[config.mk]
export PLATFORM = sky130hd
export DESIGN_NAME = apc_top
export DESIGN_NICKNAME = d
export VERILOG_FILES = /design/src/design/apc_pkg.sv /design/src/design/apc_top.sv /design/src/design/apc_loop.sv /design/src/design/apc_fbdiv.sv
export VERILOG_INCLUDE_DIRS = /design/src /design/src/design
export SDC_FILE = /design/constraint.sdc
export NUM_CORES = 1
export LEC_CHECK = 0
export ABC_AREA = 0
export BUFFER_PORTS_ARGS = -buffer_cell sky130_fd_sc_hd__buf_2
export CAP_MARGIN = 20
export CORE_MARGIN = 5
export CORE_UTILIZATION = 56
export DETAILED_ROUTE_END_ITERATION = 7
export PLACE_DENSITY = 0.87
export SLEW_MARGIN = 20
export SYNTH_ARGS = -nofsm -noshare
export SYNTH_HDL_FRONTEND = slang
export SYNTH_SLANG_ARGS = --single-unit
[constraint.sdc]
create_clock -name pclk -period 4.03 [get_ports pclk]
set_input_delay 0.806 -clock pclk [delete_from_list [all_inputs] [get_ports pclk]]
set_output_delay 0.806 -clock pclk [all_outputs]
set_load 0.03 [all_outputs]
[src/design/apc_defs.svh]
`ifndef APC_DEFS_SVH
`define APC_DEFS_SVH

// Register indices; byte address is four times the index
`define APC_IDX_L0_FBDIV   14'h1081
`define APC_IDX_L1_FBDIV   14'h1481
`define APC_IDX_GLOB_CAL   14'h2000
`define APC_IDX_L0_CLR     14'h200f
`define APC_IDX_L1_CLR     14'h2014
`define APC_IDX_L0_CAL     14'h2100
`define APC_IDX_L1_CAL     14'h2200
`define APC_IDX_MFP_SEL    14'h2300
`define APC_IDX_L0_EVENTS  14'h3014
`define APC_IDX_L1_EVENTS  14'h3019
`define APC_IDX_L0_STATUS  14'h3100
`define APC_IDX_L1_STATUS  14'h3200

`define APC_CAL_BIT        1
`define APC_ST_LOCK        3
`define APC_ST_BUSY        4
`define APC_ST_DONE        5
`define APC_EV_BUSY        0
`define APC_EV_DONE        1
`define APC_EV_LOCK_GAIN   2
`define APC_EV_LOCK_LOSS   3

// Multifunction pin source codes, pin 0 in [2:0], pin 1 in [6:4]
`define APC_MFP0_LSB       0
`define APC_MFP1_LSB       4
`define APC_MFP_OFF        3'h0
`define APC_MFP_L0_BUSY    3'h1
`define APC_MFP_L1_BUSY    3'h2
`define APC_MFP_L0_LOCK    3'h3
`define APC_MFP_L1_LOCK    3'h4

`define APC_REG_RESET      8'h00
`define APC_FBDIV_RESET    8'h01
`endif

[src/design/apc_pkg.sv]
package apc_pkg;
    typedef enum logic [1:0] {CAL_IDLE, CAL_RUN, CAL_DONE} apc_cal_e;

    typedef struct packed {
        logic locked;
        logic busy;
        logic done;
    } apc_stat_s;

    typedef logic [7:0] apc_byte_t;
endpackage : apc_pkg

[src/design/apc_top.sv]
`timescale 1ns/1ps
`include "apc_defs.svh"
module apc_top
    import apc_pkg::*;
(
    input  wire logic        pclk,
    input  wire logic        presetn,
    input  wire logic        psel,
    input  wire logic        penable,
    input  wire logic        pwrite,
    input  wire logic [15:0] paddr,
    input  wire logic [31:0] pwdata,
    output logic [31:0]      prdata,
    output logic             pready,
    output logic             pslverr,
    input  wire logic [1:0]  vco_tick,
    input  wire logic [1:0]  cal_complete,
    input  wire logic [1:0]  lock_raw,
    output logic [1:0]       loop_cal_start,
    output logic             sys_cal_start,
    output logic [1:0]       out_clk,
    output logic [1:0]       fb_pulse,
    output logic [1:0]       multifunction_pin
);
    apc_byte_t  fbdiv [2];
    apc_byte_t  glob_cal;
    apc_byte_t  loop_cal [2];
    apc_byte_t  mfp_sel;
    apc_stat_s  stat [2];
    logic [3:0] events [2];
    logic [3:0] ev_clear [2];
    logic [1:0] cal_req;
    logic [13:0] idx;
    logic       access;
    logic       wr_go;
    logic       glob_go;
    apc_byte_t  next_rdata;
    logic       next_err;
    logic [2:0] sel0;
    logic [2:0] sel1;

    assign idx    = paddr[15:2];
    assign access = psel & penable;
    // Write takes effect only on the completing edge
    assign wr_go  = access & pready & pwrite;

    // APB slave answers one cycle into the access phase
    always_ff @(posedge pclk or negedge presetn)
    begin
        if (!presetn)
            pready <= 1'b0;
        else
            pready <= access & ~pready;
    end

    always_comb
    begin
        next_rdata = 8'h00;
        next_err   = 1'b0;
        case (idx)
            `APC_IDX_L0_FBDIV:
                next_rdata = fbdiv[0];
            `APC_IDX_L1_FBDIV:
                next_rdata = fbdiv[1];
            `APC_IDX_GLOB_CAL:
                next_rdata = glob_cal;
            `APC_IDX_L0_CAL:
                next_rdata = loop_cal[0];
            `APC_IDX_L1_CAL:
                next_rdata = loop_cal[1];
            `APC_IDX_MFP_SEL:
                next_rdata = mfp_sel;
            `APC_IDX_L0_CLR, `APC_IDX_L1_CLR:
                next_rdata = 8'h00;
            `APC_IDX_L0_EVENTS:
                next_rdata = {4'h0, events[0]};
            `APC_IDX_L1_EVENTS:
                next_rdata = {4'h0, events[1]};
            `APC_IDX_L0_STATUS:
            begin
                next_rdata[`APC_ST_LOCK] = stat[0].locked;
                next_rdata[`APC_ST_BUSY] = stat[0].busy;
                next_rdata[`APC_ST_DONE] = stat[0].done;
            end
            `APC_IDX_L1_STATUS:
            begin
                next_rdata[`APC_ST_LOCK] = stat[1].locked;
                next_rdata[`APC_ST_BUSY] = stat[1].busy;
                next_rdata[`APC_ST_DONE] = stat[1].done;
            end
            default:
                next_err = 1'b1;
        endcase
    end

    always_ff @(posedge pclk or negedge presetn)
    begin
        if (!presetn)
        begin
            prdata  <= 32'h0000_0000;
            pslverr <= 1'b0;
        end
        else if (access & ~pready)
        begin
            prdata  <= pwrite ? 32'h0000_0000 : {24'h00_0000, next_rdata};
            pslverr <= next_err;
        end
        else
        begin
            prdata  <= 32'h0000_0000;
            pslverr <= 1'b0;
        end
    end

    // Control registers
    always_ff @(posedge pclk or negedge presetn)
    begin
        if (!presetn)
        begin
            fbdiv[0] <= `APC_FBDIV_RESET;
            fbdiv[1] <= `APC_FBDIV_RESET;
        end
        else if (wr_go)
        begin
            if (idx == `APC_IDX_L0_FBDIV)
                fbdiv[0] <= pwdata[7:0];
            if (idx == `APC_IDX_L1_FBDIV)
                fbdiv[1] <= pwdata[7:0];
        end
    end

    // Trigger bits hold what software wrote
    always_ff @(posedge pclk or negedge presetn)
    begin
        if (!presetn)
        begin
            glob_cal    <= `APC_REG_RESET;
            loop_cal[0] <= `APC_REG_RESET;
            loop_cal[1] <= `APC_REG_RESET;
        end
        else if (wr_go)
        begin
            if (idx == `APC_IDX_GLOB_CAL)
                glob_cal <= pwdata[7:0];
            if (idx == `APC_IDX_L0_CAL)
                loop_cal[0] <= pwdata[7:0];
            if (idx == `APC_IDX_L1_CAL)
                loop_cal[1] <= pwdata[7:0];
        end
    end

    always_ff @(posedge pclk or negedge presetn)
    begin
        if (!presetn)
            mfp_sel <= `APC_REG_RESET;
        else if (wr_go && idx == `APC_IDX_MFP_SEL)
            mfp_sel <= pwdata[7:0];
    end

    // Each write of a one starts a calibration
    assign glob_go    = wr_go & (idx == `APC_IDX_GLOB_CAL) & pwdata[`APC_CAL_BIT];
    assign cal_req[0] = glob_go | (wr_go & (idx == `APC_IDX_L0_CAL) & pwdata[`APC_CAL_BIT]);
    assign cal_req[1] = glob_go | (wr_go & (idx == `APC_IDX_L1_CAL) & pwdata[`APC_CAL_BIT]);

    always_ff @(posedge pclk or negedge presetn)
    begin
        if (!presetn)
            sys_cal_start <= 1'b0;
        else
            sys_cal_start <= glob_go;
    end

    // Write-one-to-clear strobes for the latched events
    assign ev_clear[0] = (wr_go && idx == `APC_IDX_L0_CLR) ? pwdata[3:0] : 4'h0;
    assign ev_clear[1] = (wr_go && idx == `APC_IDX_L1_CLR) ? pwdata[3:0] : 4'h0;

    genvar gl;
    generate
        for (gl = 0; gl < 2; gl++)
        begin : g_loop
            apc_loop u_loop
            (
                .pclk         (pclk),
                .presetn      (presetn),
                .start        (cal_req[gl]),
                .cal_complete (cal_complete[gl]),
                .lock_raw     (lock_raw[gl]),
                .clear        (ev_clear[gl]),
                .stat         (stat[gl]),
                .events       (events[gl]),
                .cal_start    (loop_cal_start[gl])
            );

            apc_fbdiv u_fbdiv
            (
                .pclk     (pclk),
                .presetn  (presetn),
                .vco_tick (vco_tick[gl]),
                .ratio    (fbdiv[gl]),
                .out_clk  (out_clk[gl]),
                .fb_pulse (fb_pulse[gl])
            );
        end
    endgenerate

    // Multifunction pin routing
    assign sel0 = mfp_sel[`APC_MFP0_LSB +: 3];
    assign sel1 = mfp_sel[`APC_MFP1_LSB +: 3];

    function automatic logic mfp_src(input logic [2:0] sel, input apc_stat_s s0, input apc_stat_s s1);
        logic v;
        v = 1'b0;
        case (sel)
            `APC_MFP_L0_BUSY:
                v = s0.busy;
            `APC_MFP_L1_BUSY:
                v = s1.busy;
            `APC_MFP_L0_LOCK:
                v = s0.locked;
            `APC_MFP_L1_LOCK:
                v = s1.locked;
            default:
                v = 1'b0;
        endcase
        return v;
    endfunction : mfp_src

    always_ff @(posedge pclk or negedge presetn)
    begin
        if (!presetn)
            multifunction_pin <= 2'b00;
        else
        begin
            multifunction_pin[0] <= mfp_src(sel0, stat[0], stat[1]);
            multifunction_pin[1] <= mfp_src(sel1, stat[0], stat[1]);
        end
    end
endmodule : apc_top

[src/design/apc_loop.sv]
`timescale 1ns/1ps
`include "apc_defs.svh"
module apc_loop
    import apc_pkg::*;
(
    input  wire logic       pclk,
    input  wire logic       presetn,
    input  wire logic       start,
    input  wire logic       cal_complete,
    input  wire logic       lock_raw,
    input  wire logic [3:0] clear,
    output apc_stat_s       stat,
    output logic [3:0]      events,
    output logic            cal_start
);
    apc_cal_e   state;
    logic       busy;
    logic       done;
    logic       locked;
    logic       busy_q;
    logic       done_q;
    logic       locked_q;
    logic [3:0] set_ev;

    assign stat = '{locked: locked, busy: busy, done: done};

    always_ff @(posedge pclk or negedge presetn)
    begin
        if (!presetn)
        begin
            state <= CAL_IDLE;
            busy  <= 1'b0;
            done  <= 1'b0;
        end
        else
        begin
            case (state)
                CAL_IDLE, CAL_DONE:
                begin
                    if (start)
                    begin
                        state <= CAL_RUN;
                        busy  <= 1'b1;
                        done  <= 1'b0;
                    end
                end
                CAL_RUN:
                begin
                    if (cal_complete)
                    begin
                        state <= CAL_DONE;
                        busy  <= 1'b0;
                        done  <= 1'b1;
                    end
                end
                default:
                begin
                    state <= CAL_IDLE;
                    busy  <= 1'b0;
                    done  <= 1'b0;
                end
            endcase
        end
    end

    // Request to the analog band search
    always_ff @(posedge pclk or negedge presetn)
    begin
        if (!presetn)
            cal_start <= 1'b0;
        else
            cal_start <= start;
    end

    always_ff @(posedge pclk or negedge presetn)
    begin
        if (!presetn)
        begin
            locked   <= 1'b0;
            busy_q   <= 1'b0;
            done_q   <= 1'b0;
            locked_q <= 1'b0;
        end
        else
        begin
            locked   <= lock_raw;
            busy_q   <= busy;
            done_q   <= done;
            locked_q <= locked;
        end
    end

    assign set_ev[`APC_EV_BUSY]      = busy & ~busy_q;
    assign set_ev[`APC_EV_DONE]      = done & ~done_q;
    assign set_ev[`APC_EV_LOCK_GAIN] = locked & ~locked_q;
    assign set_ev[`APC_EV_LOCK_LOSS] = ~locked & locked_q;

    genvar gi;
    generate
        for (gi = 0; gi < 4; gi++)
        begin : g_ev
            always_ff @(posedge pclk or negedge presetn)
            begin
                if (!presetn)
                    events[gi] <= 1'b0;
                else
                    events[gi] <= set_ev[gi] | (events[gi] & ~clear[gi]);
            end
        end
    endgenerate
endmodule : apc_loop

[src/design/apc_fbdiv.sv]
`timescale 1ns/1ps
module apc_fbdiv
    import apc_pkg::*;
(
    input  wire logic      pclk,
    input  wire logic      presetn,
    input  wire logic      vco_tick,
    input  wire apc_byte_t ratio,
    output logic           out_clk,
    output logic           fb_pulse
);
    apc_byte_t eff;
    apc_byte_t cnt;
    logic      out_rise;

    assign eff      = (ratio == 8'h00) ? 8'h01 : ratio;
    assign out_rise = vco_tick & ~out_clk;

    always_ff @(posedge pclk or negedge presetn)
    begin
        if (!presetn)
            out_clk <= 1'b0;
        else
            out_clk <= out_clk ^ vco_tick;
    end

    // One feedback pulse per eff output periods
    always_ff @(posedge pclk or negedge presetn)
    begin
        if (!presetn)
        begin
            cnt      <= 8'h00;
            fb_pulse <= 1'b0;
        end
        else if (out_rise)
        begin
            if (cnt >= eff - 8'h01)
            begin
                cnt      <= 8'h00;
                fb_pulse <= 1'b1;
            end
            else
            begin
                cnt      <= cnt + 8'h01;
                fb_pulse <= 1'b0;
            end
        end
        else
            fb_pulse <= 1'b0;
    end
endmodule : apc_fbdiv

==> metrics.cfg, run 1 <==
[run_status]
status = finished, final reports clean

[finish]
final_core_util_pct = 62.6
nFillCells = 770
num-nets-final = 658
final_layout_size_suffix_gt1_share_pct = 24.4
area_growth_pct = 9.29
num_antenna_cells = 0

[power_and_ir_drop]
ir_drop_mv = 0.258
switching_share_pct = 29.2
p_int_mw = 1.74
p_per_area_nw_per_um2 = 404
power.leakage_nw = 2.87
combPwrFrac_pct = 19.8
p_clk_share_pct = 31.6
p_seq_share_pct = 48.5
power.switching_mw = 0.720

[clock_network]
cts_resized = 0
cts_tree = done
post_cts_buffers = 0
htree_levels = 3
clkSinkCount = 105
clk_path_buf_depth = 2
clk_pin_slew_worst_paths_ns = 0.10
cts_root_buffer = clkbuf_8
cts_hold_buf = 0
clk_latency_ns = 0.37
cts_buffers = 9

[timing]
fin_crit_ns = 3.64
min_period_over_period_pct = 90.3
tightest_slew_ns = 0.777
relSlewSlack_pct = 47.7
fmax_mhz = 275
setup_viol = 0
rsz0062_at_grt = no
slew_violations = 0
final-hold-violation-count = 0
skew_ns = 0.0125
finalSetupTns_ns = 0

[critical_path]
reg2reg_depth = 12
worstPathMaxFanout = 7
slowest_delay_ns = 0.50
path_cells = nor4_1 > a31oi_1 > ha_1 > nand2b_1 > nor4_1 > xnor2_1 > ha_1 > a21o_1 > a21oi_1 > o21ai_0 > or2_2 > o311ai_0
endpoint_kind = register
critPathLaunchType = register
rrSetupSlack_ns = 0.39
regToRegEndpoint = g_loop[1].u_fbdiv.cnt[4]
crit_buf_inv = 0
crit_family = compound AO/OA/AOI/OAI gates
slowest_stage = dfrtp_1
required_ns = 4.27
path_class = register to register
r2r-start = fbdiv[3]
cp_data_arrival_time_ns = 3.88

[run]
drv_cap = 0

[die]
core_area_um2 = 9730
die_area_um2 = 12100
start_util_pct = 57.3
num_io_pins = 102
rows = 36
die_width_um = 110
dieHeight_um = 110

[global_routing]
antenna_found_initial = 0
use_met1_pct = 29.2
grt_pass1_vias = 4154
grt_max_degree = 60
grt-busiest-layer = met2
groute.usage.overall_pct = 22.3
grt_pass1_wl_um = 20700
grt_use_met2_pct = 36.0
use_met3_pct = 4.82
overflow = 0

[synthesis]
synth_area_per_cell_um2 = 10.6
synth_commonest_cells = dfrtp_1, nand2_1, mux2_2, nor2_1, buf_4
synth_cells = 527
synth_most_common_cell = dfrtp_1
yosys.area.top_type_share_pct = 46.2
synth_cell_type_count = 62
synth_edf_count = 0
ys_seq_elements = 105
ys_seq_area_share_pct = 47.2
yosys_warnings = 0
async_reset_ff_share_pct = 100
ys.flop_type = dfrtp_1
synthTopCellsByArea = dfrtp_1, mux2_2, ha_1, buf_4, nand2_1
synth_top_cell_by_area = dfrtp_1
synth_area_um2 = 5580

[hold_path]
hold_path.class = register to register
min-delay-start = g_loop[1].u_loop.done_q
whs_endpoint = g_loop[1].u_loop.events[1]
whs_path_depth = 1

[place]
hpwlAfterDp_um = 9330
gp_congestion = 0.926
portBuffers = 51

[route]
drtIter0Drc = 357
ant_nets = 0
via_per_inst = 6.01
post_drt_wl_per_cell_um = 18.0
drt_first_pass_iters = 5
vias = 4296
wl_um = 12800
drc = 0

-- worst reg2reg max path: cells and delay by family, from the launching register on --
kind	cells	cell delay, ns
AO/OA/AOI/OAI	5	1.37
AND/OR/NAND/NOR	4	0.94
adder cells (fa/ha/maj)	2	0.60
flip-flops	1	0.50
XOR/XNOR	1	0.11
-- placed cells by master, fill, tap and decap left out, drive strengths merged, types with 6 or more instances in the layout --
cell type and count:
dfrtp 103, buf 56, nand2 52, mux2 51, nor2 37, inv 26, conb 24, o21ai 24
ha 22, a21oi 14, a31oi 12, nand3 12, a22oi 11, clkbuf 11, a22o 10, nand4 9
xnor2 8, xor2 7, nor2b 7, nor3 7, nor4 6
-- cell families (layout without fill, tap and decap cells) --
logic type               Yosys count  after routing  synth area share (%)
XOR/XNOR                          15             15                  2.36
multiplexers                      55             55                  11.0
flip-flops                       105            105                  47.2
AO/OA/AOI/OAI                    101            101                  12.4
adder cells (fa/ha/maj)           22             22                  4.94
other                              1             24                0.0672
buffers and inverters             66             98                  6.66
AND/OR/NAND/NOR                  162            162                  15.4
-- cell type report --
cell class	count	area [µm²]	share of cell area, %
multi-input cells	379	2660	43.7
flip-flops and latches	105	2630	43.2
repair buffers	56	295	4.84
well taps	133	166	2.73
clock buffers	11	141	2.32
clock inverters	5	103	1.68
inverters	26	97.6	1.60
-- flip-flops by register name, indices dropped and copies added, names as in the netlist --
register	flops
fbdiv	16
g_loop.u_fbdiv.cnt	16
loop_cal	16
g_loop.u_loop.events	8
glob_cal	8
mfp_sel	8
prdata	8
g_loop.u_fbdiv.fb_pulse	2
g_loop.u_fbdiv.out_clk	2
g_loop.u_loop.busy	2
g_loop.u_loop.busy_q	2
g_loop.u_loop.cal_start	2
g_loop.u_loop.done	2
g_loop.u_loop.done_q	2
g_loop.u_loop.locked	2
g_loop.u_loop.locked_q	2
g_loop.u_loop.state	2
multifunction_pin	2
pready	1
pslverr	1
sys_cal_start	1
-- worst max path at each step --
stage	cells past startpoint	to	slack, ns	startpoint
4_1_cts	12	g_loop[1].u_fbdiv.cnt[4]	0.44	fbdiv[3]
3_3_place_gp	12	g_loop[1].u_fbdiv.cnt[4]	0.77	fbdiv[3]
5_1_grt	12	g_loop[1].u_fbdiv.cnt[4]	0.17	fbdiv[3]
3_5_place_dp	12	g_loop[1].u_fbdiv.cnt[4]	0.46	fbdiv[3]
2_1_floorplan	13	g_loop[0].u_fbdiv.cnt[4]	0.95	fbdiv[11]
6_report	12	g_loop[1].u_fbdiv.cnt[4]	0.39	fbdiv[3]
-- through the flow --
step / cell area (µm²) / worst slack, ns / cells / hold WS [ns] / total power [mW]
floorplan: 5660 / 0.954 / 550 / 0.395 / 1.57
global placement: 5850 / 0.774 / 699 / 0.403 / 1.66
detailed placement: 5850 / 0.462 / 699 / 0.414 / 1.70
CTS: 6090 / 0.436 / 715 / 0.426 / 2.47
global route: 6090 / 0.174 / 715 / 0.434 / 2.59
finish: 6090 / 0.391 / 715 / 0.421 / 2.46
-- layer usage --
| metal | up-vias | share of wire [%] |
|---|---|---|
| met4 | 0 | 2.7 |
| met3 | 34 | 8.1 |
| met5 | - | 0 |
| li1 | 1937 | - |
| met1 | 2112 | 41 |
| met2 | 213 | 48 |
-- power by group through the flow --
stage	registers [mW]	clock network (mW)	logic [mW]
floorplan	1.19	0	0.372
global placement	1.21	0	0.457
detailed placement	1.21	0	0.485
CTS	1.19	0.787	0.486
global route	1.21	0.833	0.553
finish	1.19	0.779	0.488
No activity file was read; power rests on OpenSTA's default activity.
==> inputs of run 2 (changes only) <==
--- a/config.mk
+++ b/config.mk
@@ -7,11 +7,11 @@
 export NUM_CORES = 1
 export LEC_CHECK = 0
 export ABC_AREA = 0
-export BUFFER_PORTS_ARGS = -buffer_cell sky130_fd_sc_hd__buf_2
 export CAP_MARGIN = 20
 export CORE_MARGIN = 5
-export CORE_UTILIZATION = 56
+export CORE_UTILIZATION = 64
 export DETAILED_ROUTE_END_ITERATION = 7
+export DONT_BUFFER_PORTS = 1
 export PLACE_DENSITY = 0.87
 export SLEW_MARGIN = 20
 export SYNTH_ARGS = -nofsm -noshare
==> constraint.sdc (replaced) <==
create_clock -name pclk -period 4.68 [get_ports pclk]
set_input_delay 0.936 -clock pclk [delete_from_list [all_inputs] [get_ports pclk]]
set_output_delay 0.936 -clock pclk [all_outputs]
set_load 0.03 [all_outputs]
==> run 2 against run 1 <==
Against the previous run: critical path depth is 1 higher; clock skew fell by 0.00088 ns; total power fell by 19%; first-iteration DRC count is 5.0% higher; worst setup slack better by 0.69 ns; sequential power fell by 11%; die area fell by 11%; fmax rose by 1.2%; utilization increased by 4.4 points; via count fell by 6.0%; routed wire length down 2.6%; critical endpoint is now g_loop[0].u_fbdiv.cnt[4]; largest cell class unchanged; highest routed layer unchanged.
==> metrics.cfg, run 2 (synthesis gave the netlist of run 1 again) <==
[finish]
final_layout_size_suffix_gt1_share_pct = 16.7  ; -7.7 points
final_area_um2 = 5760  ; -5.5%
nFillCells = 635  ; -18%
seqCellArea_um2 = 2630  ; unchanged
num-nets-final = 603  ; -8.4%
multi_input_area_um2 = 2660  ; unchanged
final_cell_mix = dfrtp_1, nand2_1, mux2_2
num_antenna_cells = 0  ; unchanged
area_growth_pct = 3.28
top_regs = fbdiv x16, g_loop.u_fbdiv.cnt x16, loop_cal x16
layout_commonest_cell = dfrtp_1

[timing]
slew_violations = 0  ; unchanged
fin_crit_ns = 3.60  ; -0.0427 ns
final-hold-violation-count = 0  ; unchanged
finalSetupTns_ns = 0  ; unchanged
fmax_mhz = 278  ; +1.2%
setup_viol = 0  ; unchanged
rsz0062_at_grt = no
skew_ns = 0.0116  ; -0.000882 ns
tightest_slew_ns = 0.868  ; +0.0908 ns
relSlewSlack_pct = 42.0  ; -5.7 points
min_period_over_period_pct = 76.8  ; -13 points

[clock_network]
clk_pin_slew_worst_paths_ns = 0.10  ; about the same
cts_root_buffer = clkbuf_8
htree_levels = 3  ; unchanged
clk_latency_ns = 0.37  ; about the same
clk_path_buf_depth = 2  ; unchanged
cts_resized = 0  ; unchanged
cts_hold_buf = 0  ; unchanged
clkSinkCount = 105  ; unchanged
cts_tree = done
post_cts_buffers = 0  ; unchanged
cts_buffers = 9  ; unchanged

[route]
vias = 4037  ; -6.0%
post_drt_wl_per_cell_um = 19.7  ; +9.7%
drc = 0  ; unchanged
via_per_inst = 6.36  ; +5.8%
drtIter0Drc = 375  ; +5.0%
wl_um = 12500  ; -2.6%
ant_nets = 0  ; unchanged
drt_first_pass_iters = 5  ; unchanged

[critical_path]
required_ns = 4.96  ; +0.69 ns
critPathLaunchType = register
rrSetupSlack_ns = 1.08  ; +0.69 ns
critPathCapture = g_loop[0].u_fbdiv.cnt[4]
worstPathMaxFanout = 6  ; -1
regToRegEndpoint = g_loop[0].u_fbdiv.cnt[4]
endpoint_kind = register
crit_start = fbdiv[11]
cp_data_arrival_time_ns = 3.87  ; about the same
r2r-start = fbdiv[11]
path_class = register to register
reg2reg_depth = 13  ; +1

[global_routing]
grt_pass1_vias = 4099  ; -1.3%
grt_max_degree = 106  ; +77%
antenna_found_initial = 0  ; unchanged
groute.usage.overall_pct = 25.1  ; +2.7 points
grt_pass1_wl_um = 20400  ; -1.3%
overflow = 0  ; unchanged

[die]
dieHeight_um = 103  ; -5.9%
die_width_um = 103  ; -5.9%
num_io_pins = 102  ; unchanged
rows = 34  ; -5.6%
core_area_um2 = 8590  ; -12%
die_area_um2 = 10700  ; -11%
start_util_pct = 64.9  ; +7.6 points

[run_status]
status = finished, final reports clean

[hold_path]
hold_path.class = input port to async pin

[power_and_ir_drop]
power.leakage_nw = 2.62  ; -8.7%
p_per_area_nw_per_um2 = 348  ; -14%
ir_drop_mv = 0.185  ; -28%

[run]
drv_cap = 0  ; unchanged

[place]
portBuffers = 0  ; -100%
hpwlAfterDp_um = 9000  ; -3.5%
placed_cell_area_um2 = 5530  ; -5.5%
gp_congestion = 0.927  ; +0.17%

## run 2: changes by cell type in the layout (fill, tap and decap cells not counted)
cell	delta
clkbuf_1	-1
clkinv_2	-1
buf_2	-50
inv_6	+1
buf_4	-5
clkinvlp_4	-1
bufinv_16	-1
clkinv_4	+4
clkbuf_8	-1
## run 2: cell type report
cell class | instances | area share [%]
Multi-Input combinational cell | 379 | 46.2
Sequential cell | 105 | 45.7
Tap cell | 108 | 2.35
Clock buffer | 9 | 2.15
Clock inverter | 7 | 1.80
Inverter | 26 | 1.69
Timing Repair Buffer | 1 | 0.130
## run 2: metrics by stage
stage	hold slack (ns)	util [%]	power, mW	setup slack [ns]	std cells
3_3_place_gp	0.403	64.4	1.36	1.24	619
5_1_grt	0.218	67.0	2.11	0.664	635
3_5_place_dp	0.411	64.4	1.39	1.07	619
4_1_cts	0.231	67.0	2.02	1.06	635
6_report	0.240	67.0	2.00	1.08	635
2_1_floorplan	0.395	-	1.35	1.60	550
## run 2: worst min-delay path by stage
stage,slack (ns),depth (start not counted),endpoint
after floorplan,0.39,0,g_loop[1].u_loop.busy_q
after global placement,0.40,1,g_loop[1].u_loop.events[1]
after detailed placement,0.41,1,g_loop[1].u_loop.events[1]
after CTS,0.23,0,g_loop[0].u_loop.events[2]
after global routing,0.22,0,mfp_sel[0]
final,0.24,0,glob_cal[1]
## run 2: worst max-delay path, stage by stage (launching register included)
cell      delay [ns]
dfrtp_1         0.43
or3_1           0.40
nor2_1          0.15
nand2_1         0.08
o21bai_1        0.22
inv_1           0.09
ha_1            0.22
nand2_1         0.08
xor2_1          0.16
ha_1            0.24
o2111a_1        0.24
a221oi_1        0.67
nand2_1         0.23
o31ai_1         0.29
## run 2: report_power, final
part | internal (mW) | switching, mW
clock network | 0.307 | 0.319
registers | 0.965 | 0.0929
logic | 0.137 | 0.183
## run 2: per-layer routing
metal	share of wire [%]	routed length (µm)	GRT usage [%]
met2	49	6100	40.0
met1	40	4960	32.9
met4	2.8	351	9.36
met3	8.8	1100	6.71
met5	0	0	0
==> inputs of run 3 (changes only) <==
--- a/config.mk
+++ b/config.mk
@@ -9,10 +9,10 @@
 export ABC_AREA = 0
 export CAP_MARGIN = 20
 export CORE_MARGIN = 5
-export CORE_UTILIZATION = 64
+export CORE_UTILIZATION = 58
 export DETAILED_ROUTE_END_ITERATION = 7
 export DONT_BUFFER_PORTS = 1
-export PLACE_DENSITY = 0.87
+export PLACE_DENSITY = 0.83
 export SLEW_MARGIN = 20
 export SYNTH_ARGS = -nofsm -noshare
 export SYNTH_HDL_FRONTEND = slang
==> constraint.sdc (replaced) <==
create_clock -name pclk -period 3.07 [get_ports pclk]
set_input_delay 0.614 -clock pclk [delete_from_list [all_inputs] [get_ports pclk]]
set_output_delay 0.614 -clock pclk [all_outputs]
set_load 0.03 [all_outputs]
==> run 3 against run 2 <==
Against the previous run: critical path depth unchanged; largest cell class unchanged; register-to-register slack worse by 1.0 ns; fmax up 20%; highest routed layer unchanged; count of clock-buffer cells in the layout unchanged; sequential power up 52%; combinational power up 67%.
==> metrics.cfg, run 3 (synthesis gave the netlist of run 1 again) <==
[timing]
holdWs_ns = 0.0723  ; -0.168 ns
fmax_mhz = 335  ; +20%
worst_slack_ns = 0.0823  ; -1.00 ns
setup_viol = 0  ; unchanged
skew_ns = 0.0148  ; +0.00319 ns
slew_violations = 0  ; unchanged
final-hold-violation-count = 0  ; unchanged
finalSetupTns_ns = 0  ; unchanged
fin_crit_ns = 2.99  ; -0.609 ns
relSlewSlack_pct = 54.4  ; +12 points
min_period_over_period_pct = 97.3  ; +20 points
tightest_slew_ns = 0.681  ; -0.187 ns

[critical_path]
reg2reg_depth = 13  ; unchanged
rrSetupSlack_ns = 0.08  ; -1.00 ns
critPathCapture = g_loop[0].u_fbdiv.cnt[6]
cp_data_arrival_time_ns = 3.27  ; -0.60 ns
cpMostUsedCell = nand2_1
slowest_delay_ns = 0.40  ; -0.27 ns
path_cells = or3_4 > nor2_2 > nand2_2 > o21bai_4 > inv_2 > ha_2 > nand2_1 > xor2_1 > ha_1 > o2111a_1 > a221oi_2 > nand2_1 > o31ai_1
crit_start = fbdiv[11]
regToRegEndpoint = g_loop[0].u_fbdiv.cnt[6]
path_class = register to register
endpoint_kind = register
crit_family = compound AO/OA/AOI/OAI gates
r2r-start = fbdiv[11]
path_depth = 13  ; unchanged
required_ns = 3.35  ; -1.61 ns
crit_buf_inv = 1  ; unchanged
slowest_stage = dfrtp_1
worstPathMaxFanout = 3  ; -3
critPathLaunchType = register

[finish]
top_regs = fbdiv x16, g_loop.u_fbdiv.cnt x16, loop_cal x16
num_antenna_cells = 0  ; unchanged
nFillCells = 716  ; +13%
area_growth_pct = 6.39
final_cell_mix = dfrtp_1, nand2_1, mux2_2
multi_input_area_um2 = 2710  ; +1.9%
layout_commonest_cell = dfrtp_1
seqCellArea_um2 = 2630  ; unchanged
final_layout_size_suffix_gt1_share_pct = 20.8  ; +4.2 points
num-nets-final = 618  ; +2.5%
final_area_um2 = 5930  ; +3.0%
final_core_util_pct = 63.6  ; -3.4 points

[route]
ant_nets = 0  ; unchanged
wl_um = 12500  ; -0.29%
via_per_inst = 6.06  ; -4.6%
post_drt_wl_per_cell_um = 18.6  ; -5.6%
drc = 0  ; unchanged
vias = 4069  ; +0.79%
drt_first_pass_iters = 5  ; unchanged
drtIter0Drc = 310  ; -17%

[place]
hpwlAfterDp_um = 8900  ; -1.1%
gp_congestion = 0.835  ; -10%
placed_cell_area_um2 = 5660  ; +2.4%
portBuffers = 0  ; unchanged
dpl_worst_slack_ns = 0.0304  ; -1.04 ns

[run]
drv_cap = 0  ; unchanged

[clock_network]
htree_levels = 3  ; unchanged
clk_latency_ns = 0.38  ; about the same
cts_tree = done
cts_buffers = 9  ; unchanged
cts_root_buffer = clkbuf_8
clk_pin_slew_worst_paths_ns = 0.10  ; about the same
clk_path_buf_depth = 2  ; unchanged
clkSinkCount = 105  ; unchanged

[hold_path]
hold_path.class = input port to async pin

[global_routing]
use_met3_pct = 3.70  ; -3.0 points
grt_use_met2_pct = 37.0  ; -3.1 points
overflow = 0  ; unchanged
grt_max_degree = 104  ; -1.9%
grt-busiest-layer = met2
grt_pass1_wl_um = 20200  ; -0.78%
antenna_found_initial = 0  ; unchanged
grt_pass1_vias = 4053  ; -1.1%
use_met1_pct = 29.5  ; -3.5 points
groute.usage.overall_pct = 22.1  ; -2.9 points

[die]
num_io_pins = 102  ; unchanged
die_width_um = 108  ; +4.6%
die_area_um2 = 11700  ; +9.3%
start_util_pct = 59.8  ; -5.1 points
core_area_um2 = 9330  ; +8.5%
dieHeight_um = 108  ; +4.6%
rows = 35  ; +2.9%

[power_and_ir_drop]
power.leakage_nw = 2.70  ; +2.9%
ir_drop_mv = 0.249  ; +35%
p_per_area_nw_per_um2 = 503  ; +45%

[run_status]
status = finished, final reports clean

run 3: cell count changes in the layout (fill, tap and decap cells not counted), sizes merged:
cell / delta
bufinv: -2
buf: +15
inv: +3
clkinv: -1
run 3: stage by stage:
step | power [mW] | instances
floorplan | 2.06 | 550
global placement | 2.10 | 653
detailed placement | 2.14 | 653
CTS | 3.00 | 670
global route | 3.14 | 671
finish | 2.98 | 671
run 3: worst register-to-register path: cells and delay by family (launching register included):
kind / cells / cell delay (ns)
AO/OA/AOI/OAI: 4 / 0.97
XOR/XNOR: 1 / 0.18
flip-flops: 1 / 0.40
AND/OR/NAND/NOR: 5 / 0.86
adder cells (fa/ha/maj): 2 / 0.44
buffers and inverters: 1 / 0.06
run 3: area by class of cell:
type                    count  area share (%)
clock buffers               9            2.09
clock inverters             7            1.16
well taps                 129            2.72
flip-flops and latches    105            44.3
repair buffers             16            2.36
inverters                  26            1.64
multi-input cells         379            45.7
run 3: routing by layer:
layer / wire, µm / share of wire [%] / up-vias
met2: 6170 / 49 / 149
met5: 0 / 0 / -
li1: - / - / 1860
met3: 884 / 7.1 / 19
met4: 251 / 2.0 / 0
met1: 5160 / 41 / 2041
run 3: timing repair:
action                                  CTS  global route
setup buffers                             0             1
endpoints found under the hold margin   103             0
hold buffers                              1             0
resized for setup                         0            11
endpoints found under the setup margin    0            11
run 3: where the power goes:
group          internal [mW]  switching (mW)  leakage, nW  total, mW
Clock                  0.317           0.517       0.0980      0.834
Combinational          0.233           0.302         1.27      0.535
Sequential              1.47           0.143         1.33       1.61
run 3: worst min-delay path by stage:
stage / cells past startpoint / slack [ns] / start / endpoint
detailed placement: 0 / 0.32 / presetn / g_loop[0].u_loop.events[1]
CTS: 0 / 0.06 / presetn / fbdiv[0]
finish: 0 / 0.07 / presetn / fbdiv[0]
floorplan: 0 / 0.32 / presetn / fbdiv[10]
global placement: 0 / 0.32 / presetn / g_loop[0].u_loop.events[1]
global route: 0 / 0.06 / presetn / fbdiv[0]
